File: config.mk
export PLATFORM = sky130hd
export DESIGN_NAME = osm_monitor
export DESIGN_NICKNAME = d
export VERILOG_FILES = /design/src/common/osm_pkg.sv /design/src/core/osm_channel.sv /design/src/core/osm_monitor.sv
export SDC_FILE = /design/constraint.sdc
export NUM_CORES = 1
export LEC_CHECK = 0
export BUFFER_PORTS_ARGS = -buffer_cell sky130_fd_sc_hd__buf_2
export CAP_MARGIN = 20
export CORE_MARGIN = 2
export CORE_UTILIZATION = 39
export CTS_CLUSTER_SIZE = 25
export DETAILED_ROUTE_END_ITERATION = 8
export PLACE_DENSITY = 0.55
export SYNTH_ARGS = -nofsm -noshare
export SYNTH_HDL_FRONTEND = slang
export SYNTH_SLANG_ARGS = --single-unit
File: constraint.sdc
create_clock -name clk -period 11.8 [get_ports clk]
set_input_delay 1.77 -clock clk [delete_from_list [all_inputs] [get_ports clk]]
set_output_delay 1.77 -clock clk [all_outputs]
set_load 0.05 [all_outputs]
File: src/common/osm_pkg.sv
package osm_pkg;
   // ==========================================
   // clock and measurement widths
   localparam int CLK_HZ = 20_000_000;
   localparam int CLK_MHZ = CLK_HZ / 1_000_000;
   localparam int PW = 20;
   localparam int SW = 10;
   localparam int GW = 16;
   localparam int DW = 32;
   localparam int AW = 8;
   localparam int EVW = 4;

   // ==========================================
   // frequency limits
   // sensors above this rate are not read reliably
   localparam int SENSOR_MAX_HZ = 1000;
   localparam int RANGE_HZ = 1200;
   localparam int RANGE_CYC = CLK_HZ / RANGE_HZ;
   localparam int SET_MIN_HZ = 50;
   localparam int SET_MAX_HZ = SENSOR_MAX_HZ;
   localparam logic [SW-1:0] SET_RST = 10'h032;
   localparam int AUTO_PCT = 95;
   localparam int FULL_PCT = 100;

   // ==========================================
   // timing
   localparam int GAP_US = 20;
   localparam int GAP_CYC = GAP_US * CLK_MHZ;
   localparam int STILL_MS = 40;
   localparam int STILL_CYC = STILL_MS * (CLK_HZ / 1000);

   // ==========================================
   // register map
   localparam logic [AW-1:0] REG_CTRL = 8'h00;
   localparam logic [AW-1:0] REG_SETPT = 8'h04;
   localparam logic [AW-1:0] REG_STATUS = 8'h08;
   localparam logic [AW-1:0] REG_MASK = 8'h0c;
   localparam logic [AW-1:0] REG_STATE = 8'h10;
   localparam logic [AW-1:0] REG_PERIOD = 8'h14;

   localparam logic [1:0] MODE_AUTO = 2'h0;
   localparam logic [1:0] MODE_MANUAL = 2'h1;
   localparam logic [1:0] MODE_CTL = 2'h2;
   localparam logic [1:0] MODE_RST = MODE_MANUAL;

   localparam int EV_OVER = 0;
   localparam int EV_SENS = 1;
   localparam int EV_ON = 2;
   localparam int EV_OFF = 3;

   typedef enum logic [2:0] {
      ST_IDLE,
      ST_ARM,
      ST_REL,
      ST_RUN,
      ST_TRIP,
      ST_FAIL
   } osm_state_t;
endpackage

File: src/core/osm_channel.sv
module osm_channel #(
   parameter int STILL_CYC = osm_pkg::STILL_CYC
) (
   // clock and reset
   input wire logic clk,
   input wire logic resetn,
   // sensor level
   input wire logic sense,
   // measurement
   output logic edgeSeen,
   output logic riseSeen,
   output logic [osm_pkg::PW-1:0] period,
   output logic still
);
   typedef struct packed {
      logic lvl;
      logic [osm_pkg::PW-1:0] cnt;
      logic [osm_pkg::PW-1:0] period;
      logic still;
   } osm_chan_t;

   localparam logic [osm_pkg::PW-1:0] STILL_MAX =
      osm_pkg::PW'(STILL_CYC);

   osm_chan_t chReg;
   osm_chan_t chNext;

   assign edgeSeen = sense != chReg.lvl;
   assign riseSeen = sense & ~chReg.lvl;
   assign period = chReg.period;
   assign still = chReg.still;

   // ==========================================
   // period between rising edges
   always_comb
   begin
      chNext = chReg;
      chNext.lvl = sense;
      if (riseSeen)
      begin
         chNext.cnt = '0;
         // first edge after standstill has no valid period
         chNext.period = chReg.still ? STILL_MAX : chReg.cnt + 1'b1;
         chNext.still = 1'b0;
      end
      else if (chReg.cnt < STILL_MAX)
         chNext.cnt = chReg.cnt + 1'b1;
      else
      begin
         chNext.still = 1'b1;
         chNext.period = STILL_MAX;
      end
   end

   always_ff @(posedge clk)
   begin
      if (!resetn)
      begin
         chReg.lvl <= 1'b0;
         chReg.cnt <= '0;
         chReg.period <= STILL_MAX;
         chReg.still <= 1'b1;
      end
      else
         chReg <= chNext;
   end
endmodule // osm_channel

File: src/core/osm_monitor.sv
module osm_monitor #(
   parameter int STILL_CYC = osm_pkg::STILL_CYC
) (
   // clock and reset
   input wire logic clk,
   input wire logic resetn,
   // coils and terminals
   input wire logic safetyActivationCoil,
   input wire logic restartCoil,
   input wire logic encoderTerminalA,
   input wire logic encoderTerminalB,
   // contacts and interrupt
   output logic safeEnableContact,
   output logic faultContact,
   output logic irq,
   // register port
   input wire logic [osm_pkg::AW-1:0] regAddr,
   input wire logic [osm_pkg::DW-1:0] regWrData,
   input wire logic regWr,
   input wire logic regRd,
   output logic [osm_pkg::DW-1:0] regRdData
);
   typedef struct packed {
      osm_pkg::osm_state_t state;
      logic [1:0] mode;
      logic [osm_pkg::SW-1:0] setpt;
      logic [osm_pkg::EVW-1:0] status;
      logic [osm_pkg::EVW-1:0] mask;
      logic rstLvl;
      logic started;
      logic measDone;
      logic lastCh;
      logic [osm_pkg::GW-1:0] gap;
      logic overErr;
      logic sensErr;
      logic enable;
      logic fault;
      logic irq;
      logic [osm_pkg::DW-1:0] rdData;
   } osm_mon_t;

   localparam logic [39:0] CLK_L = 40'(osm_pkg::CLK_HZ);
   localparam logic [39:0] AUTO_L =
      40'(osm_pkg::CLK_HZ * osm_pkg::FULL_PCT);
   localparam logic [39:0] PCT_L = 40'(osm_pkg::AUTO_PCT);
   localparam logic [osm_pkg::PW-1:0] RANGE_L =
      osm_pkg::PW'(osm_pkg::RANGE_CYC);
   localparam logic [osm_pkg::GW-1:0] GAP_L =
      osm_pkg::GW'(osm_pkg::GAP_CYC);

   osm_mon_t r_reg;
   osm_mon_t r_next;

   logic [1:0] termV;
   logic [1:0] edgeV;
   logic [1:0] riseV;
   logic [1:0] stillV;
   logic [1:0][osm_pkg::PW-1:0] periodV;
   logic rstRise;
   logic rstFall;
   logic edgeAny;
   logic [29:0] prod;
   logic [39:0] prodW;
   logic overHit;
   logic slowOk;
   logic rangeErr;
   logic bothLow;
   logic overlap;
   logic deadCh;
   logic sensFault;
   logic [osm_pkg::EVW-1:0] ev;
   logic [osm_pkg::EVW-1:0] clr;

   // ==========================================
   // channel measurement
   assign termV = {encoderTerminalB, encoderTerminalA};

   for (genvar i = 0; i < 2; i++)
   begin : g_ch
      osm_channel #(
         .STILL_CYC(STILL_CYC)
      ) u_ch (
         .clk(clk),
         .resetn(resetn),
         .sense(termV[i]),
         .edgeSeen(edgeV[i]),
         .riseSeen(riseV[i]),
         .period(periodV[i]),
         .still(stillV[i])
      );
   end

   assign safeEnableContact = r_reg.enable;
   assign faultContact = r_reg.fault;
   assign irq = r_reg.irq;
   assign regRdData = r_reg.rdData;

   // ==========================================
   // evaluation
   always_comb
   begin
      rstRise = restartCoil & ~r_reg.rstLvl;
      rstFall = ~restartCoil & r_reg.rstLvl;
      edgeAny = |edgeV;
      // period times setpoint against clock rate avoids a divider
      prod = periodV[0] * r_reg.setpt;
      prodW = 40'(prod) * PCT_L;
      overHit = r_reg.measDone && (40'(prod) < CLK_L);
      slowOk = stillV[0] || (prodW >= AUTO_L);
      // range check leaves margin above the installation limit
      rangeErr = r_reg.measDone && !stillV[0] &&
         (periodV[0] < RANGE_L);
      bothLow = r_reg.started && !termV[0] && !termV[1];
      overlap = (edgeV[0] && edgeV[1]) ||
         (edgeAny && (r_reg.gap < GAP_L) &&
         (edgeV[0] ? r_reg.lastCh : !r_reg.lastCh));
      deadCh = r_reg.started && (stillV[0] != stillV[1]);
      sensFault = safetyActivationCoil &&
         (overlap || rangeErr || bothLow || deadCh);
   end

   // ==========================================
   // next state
   always_comb
   begin
      r_next = r_reg;
      r_next.rstLvl = restartCoil;
      r_next.measDone = riseV[0];
      clr = '0;
      ev = '0;
      if (edgeAny)
      begin
         r_next.gap = '0;
         r_next.lastCh = edgeV[1];
      end
      else if (r_reg.gap < GAP_L)
         r_next.gap = r_reg.gap + 1'b1;

      if (!safetyActivationCoil)
      begin
         // dropping the activation coil is the only acknowledge
         r_next.state = osm_pkg::ST_IDLE;
         r_next.started = 1'b0;
         r_next.overErr = 1'b0;
         r_next.sensErr = 1'b0;
      end
      else
      begin
         if (edgeAny)
            r_next.started = 1'b1;
         if (sensFault)
         begin
            r_next.sensErr = 1'b1;
            r_next.state = osm_pkg::ST_FAIL;
         end
         else
         begin
            case (r_reg.state)
               osm_pkg::ST_IDLE:
                  r_next.state = osm_pkg::ST_ARM;
               osm_pkg::ST_ARM:
               begin
                  if (r_reg.mode == osm_pkg::MODE_AUTO)
                     r_next.state = osm_pkg::ST_RUN;
                  else if (rstRise)
                     r_next.state = (r_reg.mode == osm_pkg::MODE_CTL) ?
                        osm_pkg::ST_RUN : osm_pkg::ST_REL;
               end
               osm_pkg::ST_REL:
               begin
                  // manual start closes on release of the button
                  if (rstFall)
                     r_next.state = osm_pkg::ST_RUN;
               end
               osm_pkg::ST_RUN:
               begin
                  if (overHit)
                  begin
                     r_next.state = osm_pkg::ST_TRIP;
                     r_next.overErr = 1'b1;
                  end
                  else
                     r_next.state = osm_pkg::ST_RUN;
               end
               osm_pkg::ST_TRIP:
               begin
                  if (r_reg.mode == osm_pkg::MODE_AUTO)
                  begin
                     if (slowOk)
                        r_next.state = osm_pkg::ST_RUN;
                  end
                  else if (rstRise)
                     r_next.state = (r_reg.mode == osm_pkg::MODE_CTL) ?
                        osm_pkg::ST_RUN : osm_pkg::ST_REL;
               end
               osm_pkg::ST_FAIL:
                  r_next.state = osm_pkg::ST_FAIL;
               default:
                  r_next.state = osm_pkg::ST_IDLE;
            endcase
         end
      end

      r_next.enable = r_next.state == osm_pkg::ST_RUN;
      r_next.fault = r_next.overErr | r_next.sensErr;
      ev[osm_pkg::EV_OVER] = r_next.overErr & ~r_reg.overErr;
      ev[osm_pkg::EV_SENS] = r_next.sensErr & ~r_reg.sensErr;
      ev[osm_pkg::EV_ON] = r_next.enable & ~r_reg.enable;
      ev[osm_pkg::EV_OFF] = ~r_next.enable & r_reg.enable;

      // register writes
      if (regWr)
      begin
         case (regAddr)
            osm_pkg::REG_CTRL:
            begin
               // the unused mode code is ignored
               if (regWrData[1:0] != 2'h3)
                  r_next.mode = regWrData[1:0];
            end
            osm_pkg::REG_SETPT:
            begin
               if (regWrData < osm_pkg::SET_MIN_HZ)
                  r_next.setpt = osm_pkg::SW'(osm_pkg::SET_MIN_HZ);
               else if (regWrData > osm_pkg::SET_MAX_HZ)
                  r_next.setpt = osm_pkg::SW'(osm_pkg::SET_MAX_HZ);
               else
                  r_next.setpt = regWrData[osm_pkg::SW-1:0];
            end
            osm_pkg::REG_STATUS:
               clr = regWrData[osm_pkg::EVW-1:0];
            osm_pkg::REG_MASK:
               r_next.mask = regWrData[osm_pkg::EVW-1:0];
            default:
               clr = '0;
         endcase
      end
      // a new event in the clearing cycle survives
      r_next.status = (r_reg.status & ~clr) | ev;
      r_next.irq = |(r_next.status & r_next.mask);

      // register reads, data valid for one cycle only
      r_next.rdData = '0;
      if (regRd)
      begin
         case (regAddr)
            osm_pkg::REG_CTRL:
               r_next.rdData = 32'(r_reg.mode);
            osm_pkg::REG_SETPT:
               r_next.rdData = 32'(r_reg.setpt);
            osm_pkg::REG_STATUS:
               r_next.rdData = 32'(r_reg.status);
            osm_pkg::REG_MASK:
               r_next.rdData = 32'(r_reg.mask);
            osm_pkg::REG_STATE:
               r_next.rdData = 32'({r_reg.started, r_reg.sensErr,
                  r_reg.overErr, r_reg.enable, r_reg.state});
            osm_pkg::REG_PERIOD:
               r_next.rdData = 32'(periodV[0]);
            default:
               r_next.rdData = '0;
         endcase
      end
   end

   // ==========================================
   // state register
   always_ff @(posedge clk)
   begin
      if (!resetn)
      begin
         r_reg.state <= osm_pkg::ST_IDLE;
         r_reg.mode <= osm_pkg::MODE_RST;
         r_reg.setpt <= osm_pkg::SET_RST;
         r_reg.status <= '0;
         r_reg.mask <= '0;
         r_reg.rstLvl <= 1'b0;
         r_reg.started <= 1'b0;
         r_reg.measDone <= 1'b0;
         r_reg.lastCh <= 1'b0;
         r_reg.gap <= GAP_L;
         r_reg.overErr <= 1'b0;
         r_reg.sensErr <= 1'b0;
         r_reg.enable <= 1'b0;
         r_reg.fault <= 1'b0;
         r_reg.irq <= 1'b0;
         r_reg.rdData <= '0;
      end
      else
         r_reg <= r_next;
   end
endmodule // osm_monitor

==> run metrics, run 1 <==
Logic pwr share 0.756; critical path launch point type register; Hold Vio Cnt, Final 0; Clock Latency Late Sink roughly 0.44 ns; Total GRT Usage 0.1940; Hold Crit Endpoint r_reg[50]; CTS buffer count 17; Critical Path Most Common Cell fa_1; routability cong. ~0.86; clk_skew ~0.012 ns; Via Count roughly 15000; die span in y ~220 um; Synth Flop Type dfxtp_1; Cells after DPL 2691; clk sinks between 100 and 150; Pins Over Slew Limit 0; Reg2Reg Depth 40; Reg2Reg Launch Point g_ch[0].u_ch.period[9]; fraction of layout cells with a size suffix above 1 0.09679; relative slew slack 0.3854; placed instance area between 15000 and 20000 um2; Antenna Nets Post-Route 0; slack of the worst reg-to-reg path around 0.56 ns; Util after Layout 0.4264; Horiz. Die Dim around 220 um; Mean Syn Cell Area roughly 9 um2; Final Cell Area between 15000 and 20000 um2; die area 48430 um2; Async S/R FF share, synth 0; Crit path largest cell delay around 0.60 ns; crit-path max FO 9; cell taking the most area after synthesis fa_1; remaining routing DRC violations 0; Synth Warn # 0; max FFs per register 45; sequential power share 0.113; Cell variety after synth between 80 and 90; largest net degree at the start of global routing 33; Max Cap Viol 0; P_sw about 2.1 mW; total global routing overflow 0; # diodes 0; Area contributors post-synth fa_1 (27%), dfxtp_1 (15%), ha_1 (12%); P_leak approximately 9.6 nW; area grow syn2layout 8.548%; R2R Path End r_reg[64]; Max IR drop VDD approximately 0.32 mV; clock slew at reported path FFs 0.07 ns; #FFs+latches synth roughly 130; Hold Startpoint r_reg[50]; sequential-to-total area share from yosys stat 0.1451; Synth top area share 0.2672; worst-margin pin slew 0.9154 ns; Setup crit end kind register; CORE AREA about 46000 um2; Crit Path Class reg -> reg; num rows between 70 and 80; RSZ-0062 raised after global routing no; DR pass1 iterations 5; Post-synth EDFFs 0; critical path required time 12.16 ns; commonest non-fill, non-tap cell in the layout inv_1; Initial DRC Count between 900 and 1000; Synth Instances approximately 2100; status finished, final reports clean; DRT Wirelength around 45000 um; Int Pwr between 2 and 2.5 mW; Starting Density 0.3928; CTS max path bufs 2; initial antenna violation count 0; CTS tree done; I/O pin count 83; vias in the first global route roughly 14000; first-pass GRT wire length 75070 um; max frequency 89.00 MHz; Post-Syn Area around 18000 um2; fin crit share 0.9522; HP Class reg -> reg; DP HPWL approximately 37000 um; arrival time worst endpoint roughly 12 ns; Vias/cell about 5.3; Root Buffer clkbuf_16; Routed wire per std cell 16.68 um; setup TNS 0 ns; WHS Path Cells 1; nets 2564; Clk pwr share 0.131; CP max-delay cell dfxtp_1; PD cells just over 200 nW/um2; H-tree Lvls 4; Final Non-Filler Cells between 2000 and 3000; final setup vio count 0; shortest period the worst path allows ~11 ns; commonest cells after routing, fill and taps aside inv_1 (260), fa_1 (243), nand2_1 (189); fill count 4624; switch share 0.5111; PortBufs 70
==> stage by stage <==
stage                     power (mW)  setup WS [ns]  hold slack [ns]
after CTS                      4.093         0.2070           0.4648
after floorplan                2.831          1.278           0.4302
final                          4.110         0.5639           0.4614
after global placement         3.521         0.4261           0.4433
after global routing           4.497      0.0002345           0.4700
after detailed placement       3.532         0.2359           0.4478
==> how the worst max path moves through the flow <==
stage / from / endpoint
after floorplan: r_reg[74] / irq
after CTS: r_reg[70] / irq
final: g_ch[0].u_ch.period[9] / r_reg[64]
after detailed placement: r_reg[70] / irq
after global routing: g_ch[0].u_ch.period[6] / r_reg[64]
after global placement: r_reg[72] / irq
==> logic make-up (layout without fill, tap and decap cells) <==
kind of cell | after synthesis | count (layout) | synth area share
flip-flops | 132 | 132 | 0.1451
other | 1 | 12 | 0.0002059
multiplexers | 27 | 27 | 0.01532
XOR/XNOR | 112 | 112 | 0.05532
adder cells (fa/ha/maj) | 412 | 412 | 0.3832
buffers and inverters | 383 | 409 | 0.08624
AO/OA/AOI/OAI | 352 | 352 | 0.1337
AND/OR/NAND/NOR | 662 | 662 | 0.1809
==> cell type report <==
| type | instances | area, um2 | share of cell area |
|---|---|---|---|
| tap | 607 | 759.5 | 0.03843 |
| timing repair buffer | 116 | 715.7 | 0.03621 |
| clock buffer | 18 | 429.2 | 0.02171 |
| inverter | 261 | 979.7 | 0.04957 |
| clock inverter | 14 | 168.9 | 0.008546 |
| sequential | 132 | 2668 | 0.1350 |
| multi-input combinational | 1577 | 14040 | 0.7106 |
==> power groups by stage <==
stage | combinational (mW) | clock, mW | sequential (mW)
4_1_cts | 3.08 | 0.546 | 0.462
2_1_floorplan | 2.36 | 0 | 0.468
5_1_grt | 3.47 | 0.564 | 0.463
3_3_place_gp | 3.05 | 0 | 0.472
3_5_place_dp | 3.06 | 0 | 0.472
6_report | 3.11 | 0.539 | 0.462
==> worst max-delay path, delay by kind of cell, from the launching register on <==
family / cells / cell delay [ns]
buffers and inverters: 7 / 0.64
DFF: 1 / 0.60
adders and majority gates: 11 / 5.34
AOI/OAI and AO/OA: 16 / 3.25
and+or+nand+nor: 5 / 1.05
xor gates and xnor gates: 1 / 0.25
==> per-layer routing <==
metal,vias to the layer above,track usage,share of wire
li1,6877,-,-
met4,0,0.03020,0.0076
met1,7260,0.2796,0.46
met5,-,0,0
met3,29,0.02291,0.053
met2,394,0.3171,0.48
==> synthesized netlist by cell type, types with 15 or more instances <==
cell type and n:
clkbuf_1 79, buf_4 33, o21a_1 17, fa_1 243, nor2b_1 15, xor2_1 59, nand2_1 189, dfxtp_1 132
nand3_1 34, a21oi_1 75, o211ai_1 16, nor3_1 25, a22oi_1 22, and2_1 151, a31oi_1 16, o21ai_0 59
ha_1 168, a21o_1 32, xnor2_1 51, nand4_1 25, nor2_1 135, mux2i_1 20, inv_1 261, a211oi_1 17
and3_1 22
==> repair_timing <==
action | 4_1_cts | 5_1_grt
setup endpoints to repair | 0 | 7
setup buffers | 0 | 0
gates resized for setup | 0 | 21
hold buffers | 0 | 0
(Power assumes the default switching activity.)
==> run 2, diff against run 1 <==
--- a/config.mk
+++ b/config.mk
@@ -14,4 +14,5 @@
 export PLACE_DENSITY = 0.55
 export SYNTH_ARGS = -nofsm -noshare
 export SYNTH_HDL_FRONTEND = slang
+export SYNTH_HIERARCHICAL = 1
 export SYNTH_SLANG_ARGS = --single-unit
==> run 2 against run 1 <==
Net effect: worst setup slack gained 0.047 ns; sequential power about the same; wire length is 2.0% lower; critical path depth rose by 1; critical path type unchanged; critical endpoint is now r_reg[78].
==> run metrics, run 2 <==
status finished, final reports clean; Vias/cell around 5.4; DR pass1 iterations 5; CTS buffer count 17; commonest cells after routing, fill and taps aside inv_1 (272), fa_1 (243), nand2_1 (182); num rows between 70 and 80; worst-margin pin slew between 0.8 and 0.9 ns; final setup vio count 0; postcts setup bufs 0; Initial DRC Count ~910; arrival time worst endpoint approximately 12 ns; post-CTS sizing 0; Max IR drop VDD between 0.3 and 0.4 mV; clk_skew 0.01150 ns; critical path launch point type register; relative slew slack 0.4294; DRT Wirelength 44530 um; max FFs per register 45; clk sinks 132; HP Class reg -> reg; RSZ-0062 raised after global routing no; Synth Warn # 6; Clock Latency Late Sink approximately 0.44 ns; routability cong. 0.8788; nets roughly 2600; Total GRT Usage 0.1831; placed instance area approximately 19000 um2; Buf/Inv on CP 9; met3 Use GR 0.02412; Crit path largest cell delay 0.56 ns; die area around 49000 um2; clock slew at reported path FFs approximately 0.060 ns; critical path required time 12.11 ns; initial antenna violation count 0; CTS max path bufs 2; grt peak-use layer met2; Routed wire per std cell between 15 and 20 um; Crit Path Class reg -> reg; Setup crit end kind register; H-tree Lvls 4; Root Buffer clkbuf_16; Horiz. Die Dim roughly 220 um; I/O pin count 83; first-pass GRT wire length about 74000 um; # diodes 0; Post-Syn Area about 19000 um2; CORE AREA roughly 47000 um2; max frequency a little under 90 MHz; remaining routing DRC violations 0; Final Cell Area roughly 20000 um2; fraction of layout cells with a size suffix above 1 0.1008; commonest non-fill, non-tap cell in the layout inv_1; DP HPWL approximately 37000 um; Antenna Nets Post-Route 0; PortBufs 70; Hold Vio Cnt, Final 0; Mean Syn Cell Area around 9 um2; setup TNS 0 ns; largest net degree at the start of global routing 52; PD cells ~230 nW/um2; fin crit share 0.9482; P_leak ~9.5 nW; Via Count between 10000 and 15000; Max Cap Viol 0; Synth Instances ~2100; met2 Use GR 0.3024; post-cts hold buffer count 0; crit-path max FO 13; vias in the first global route roughly 15000; routing usage on met1 0.2529; area grow syn2layout 7.180%; shortest period the worst path allows roughly 11 ns; CP max-delay cell fa_1; CTS tree done; Starting Density 0.3970; CP top delay family adder cells; Pins Over Slew Limit 0; total global routing overflow 0; Critical Path Most Common Cell fa_1; die span in y ~220 um
## run 2: cell type report
cell class | count | area, um2
inverter | 275 | 1032
timing repair buffer | 116 | 703.2
sequential | 132 | 2661
tap | 607 | 759.5
clock buffer | 18 | 439.2
clock inverter | 13 | 157.7
multi-input combinational | 1570 | 14140
fill | 4678 | 26860
## run 2: worst min-delay path: cells and delay by family, from the launching register on
kind / cells / cell delay, ns
AO/OA/AOI/OAI: 1 / 0.05
buffers and inverters: 1 / 0.05
flip-flops: 1 / 0.31
## run 2: per-stage QoR
| stage | total power, mW | instances | util | hold slack (ns) | worst slack (ns) |
|---|---|---|---|---|---|
| after floorplan | 3.225 | 2126 | - | 0.4258 | 1.272 |
| after global placement | 3.979 | 2699 | 0.4115 | 0.4357 | 0.5361 |
| after detailed placement | 3.989 | 2699 | 0.4115 | 0.4544 | 0.3300 |
| after CTS | 4.557 | 2730 | 0.4243 | 0.4613 | 0.2746 |
| after global routing | 5.068 | 2731 | 0.4255 | 0.4757 | 0.01428 |
| final | 4.600 | 2731 | 0.4255 | 0.4541 | 0.6112 |
## run 2: power by group
group	leakage (nW)	switching (mW)	internal, mW	total (mW)
clock	0.296	0.209	0.336	0.545
combinational	8.11	2.22	1.37	3.59
sequential	1.07	0.0108	0.453	0.464
## run 2: layer usage
layer / routed length (um) / vias up
met5: 0 / -
met4: 805 / 0
met3: 2164 / 45
met2: 21100 / 401
met1: 20450 / 7269
li1: - / 6979
## run 2: final timing paths
kind	start	to	slack, ns	cells after the start
worst max-delay path	r_reg[73]	r_reg[78]	0.61	41
worst max register to register	r_reg[73]	r_reg[78]	0.61	41
worst min-delay path	g_ch[1].u_ch/chReg[40]	g_ch[1].u_ch/chReg[40]	0.45	2
worst min register to register	g_ch[1].u_ch/chReg[40]	g_ch[1].u_ch/chReg[40]	0.45	2
==> run 3, diff against run 2 <==
--- a/config.mk
+++ b/config.mk
@@ -12,6 +12,7 @@
 export CTS_CLUSTER_SIZE = 25
 export DETAILED_ROUTE_END_ITERATION = 8
 export PLACE_DENSITY = 0.55
+export RECOVER_POWER = 25
 export SYNTH_ARGS = -nofsm -noshare
 export SYNTH_HDL_FRONTEND = slang
 export SYNTH_HIERARCHICAL = 1
==> constraint.sdc (replaced) <==
create_clock -name clk -period 13.5 [get_ports clk]
set_input_delay 2.025 -clock clk [delete_from_list [all_inputs] [get_ports clk]]
set_output_delay 2.025 -clock clk [all_outputs]
set_load 0.05 [all_outputs]
==> run 3 against run 2 <==
Net effect: combinational power is 12% lower; sequential cell count stayed put; the flow now finishes with violations (max-capacitance violations, max-slew violations); count of clock-buffer cells in the layout stayed put; cell area is 1.7% lower.
==> run metrics, run 3 (same netlist as run 2, synthesis figures left out) <==
P_sw 2.189 mW; Routed wire per std cell between 15 and 20 um; DR pass1 iterations 5; status finished with violations; PD cells 206.6 nW/um2; switch share 0.5420; die area 49350 um2; Max Cap Viol 1; critical path launch point type register; total global routing overflow 0; H-tree Lvls 4; CORE AREA 46750 um2; P_leak 9.245 nW; Hold Vio Cnt, Final 0; Crit Path Class reg -> reg; Via Count around 15000; I/O pin count 83; final setup vio count 0; clock slew at reported path FFs roughly 0.06 ns; Logic pwr share 0.784; commonest non-fill, non-tap cell in the layout inv_1; Pins Over Slew Limit 51; placed instance area 18950 um2; CTS tree done; RSZ-0062 raised after global routing no; die span in y 222.1 um; post-CTS sizing 0; setup TNS 0 ns; remaining routing DRC violations 0; Antenna Nets Post-Route 0; commonest cells after routing, fill and taps aside inv_1 (273), fa_1 (243), nand2_1 (182); Total GRT Usage 0.1901; post-cts hold buffer count 0; routability cong. between 0.8 and 0.9; Final Cell Area around 20000 um2; num rows between 70 and 80; max FFs per register 45; fraction of layout cells with a size suffix above 1 0.07430; shortest period the worst path allows around 12 ns; Vias/cell roughly 5.4; Setup crit end kind register; CP max-delay cell dfxtp_1; postcts setup bufs 0; CTS max path bufs 2; CTS buffer count 17; Crit path largest cell delay between 0.9 and 1 ns; crit-path max FO 22; Horiz. Die Dim between 200 and 250 um; Initial DRC Count 844; largest net degree at the start of global routing 51; worst-margin pin slew roughly 1.9 ns; sequential power share 0.101; clk sinks 132; Final Non-Filler Cells 2693; failing checks max-capacitance violations, max-slew violations; area grow syn2layout 5.313%; # diodes 0; initial antenna violation count 0; Tot Pwr around 4.0 mW; slack of the worst reg-to-reg path roughly 1.1 ns; max frequency about 80 MHz; Starting Density 0.3970; fin crit share 0.9207; Int Pwr about 1.8 mW; Clk pwr share 0.115; DP HPWL ~36000 um; nets 2532; clk_skew between 0.006 and 0.007 ns; Cells after DPL 2660; Max IR drop VDD just under 0.3 mV; Critical Path Most Common Cell fa_1; DRT Wirelength 45380 um; Min Hold Slack between 0.4 and 0.5 ns; vias in the first global route about 15000; Root Buffer clkbuf_16; HP Class reg -> reg; first-pass GRT wire length around 77000 um; PortBufs 70; Clock Latency Late Sink between 0.4 and 0.5 ns; critical path required time about 14 ns; relative slew slack -0.2861; arrival time worst endpoint ~13 ns
## run 3: changes by cell type in the layout (fill, tap and decap cells not counted), moves of 2 or more
cell,change
clkbuf_1,+3
clkinv_2,-3
dfxtp_2,-15
buf_4,-41
inv_6,+2
clkinvlp_4,+3
dfxtp_1,+15
## run 3: layer usage
layer,wire [um],vias up,track usage
met5,0,-,0
met2,21790,400,0.3194
met3,2380,44,0.02306
met4,661,0,0.04425
met1,20550,7251,0.2609
li1,-,6912,-
## run 3: final cells by class
| class | count | area (um2) |
|---|---|---|
| timing repair buffer | 77 | 401.6 |
| clock buffer | 18 | 439.2 |
| clock inverter | 14 | 152.6 |
| inverter | 275 | 1032 |
| tap | 607 | 759.5 |
| fill | 4676 | 27210 |
| multi-input combinational | 1570 | 14120 |
| sequential | 132 | 2643 |
## run 3: metrics by stage
step	setup WS (ns)	utilization
after floorplan	2.972	-
after global placement	1.272	0.4053
after detailed placement	1.137	0.4053
after CTS	1.120	0.4179
after global routing	0.3638	0.4180
final	1.070	0.4180
## run 3: power by group through the flow
stage,Clock [mW],Sequential (mW),Combinational (mW)
2_1_floorplan,0,0.410,2.41
3_3_place_gp,0,0.416,3.09
3_5_place_dp,0,0.416,3.11
4_1_cts,0.477,0.408,3.13
5_1_grt,0.492,0.409,3.54
6_report,0.466,0.408,3.16
## run 3: worst max-delay path: cells and delay by family (launching register included)
kind                       cells  cell delay [ns]
and+or+nand+nor               11             1.68
buffers and inverters          4             0.24
AOI/OAI and AO/OA             11             3.39
DFF                            1             0.95
adders and majority gates     11             5.45
xor gates and xnor gates       1             0.63
## run 3: worst paths after layout
| path | startpoint | to | cells past startpoint |
|---|---|---|---|
| max | r_reg[68] | r_reg[78] | 38 |
| min | g_ch[1].u_ch/chReg[40] | g_ch[1].u_ch/chReg[40] | 2 |
| max reg2reg | r_reg[68] | r_reg[78] | 38 |
| min reg2reg | g_ch[1].u_ch/chReg[40] | g_ch[1].u_ch/chReg[40] | 2 |
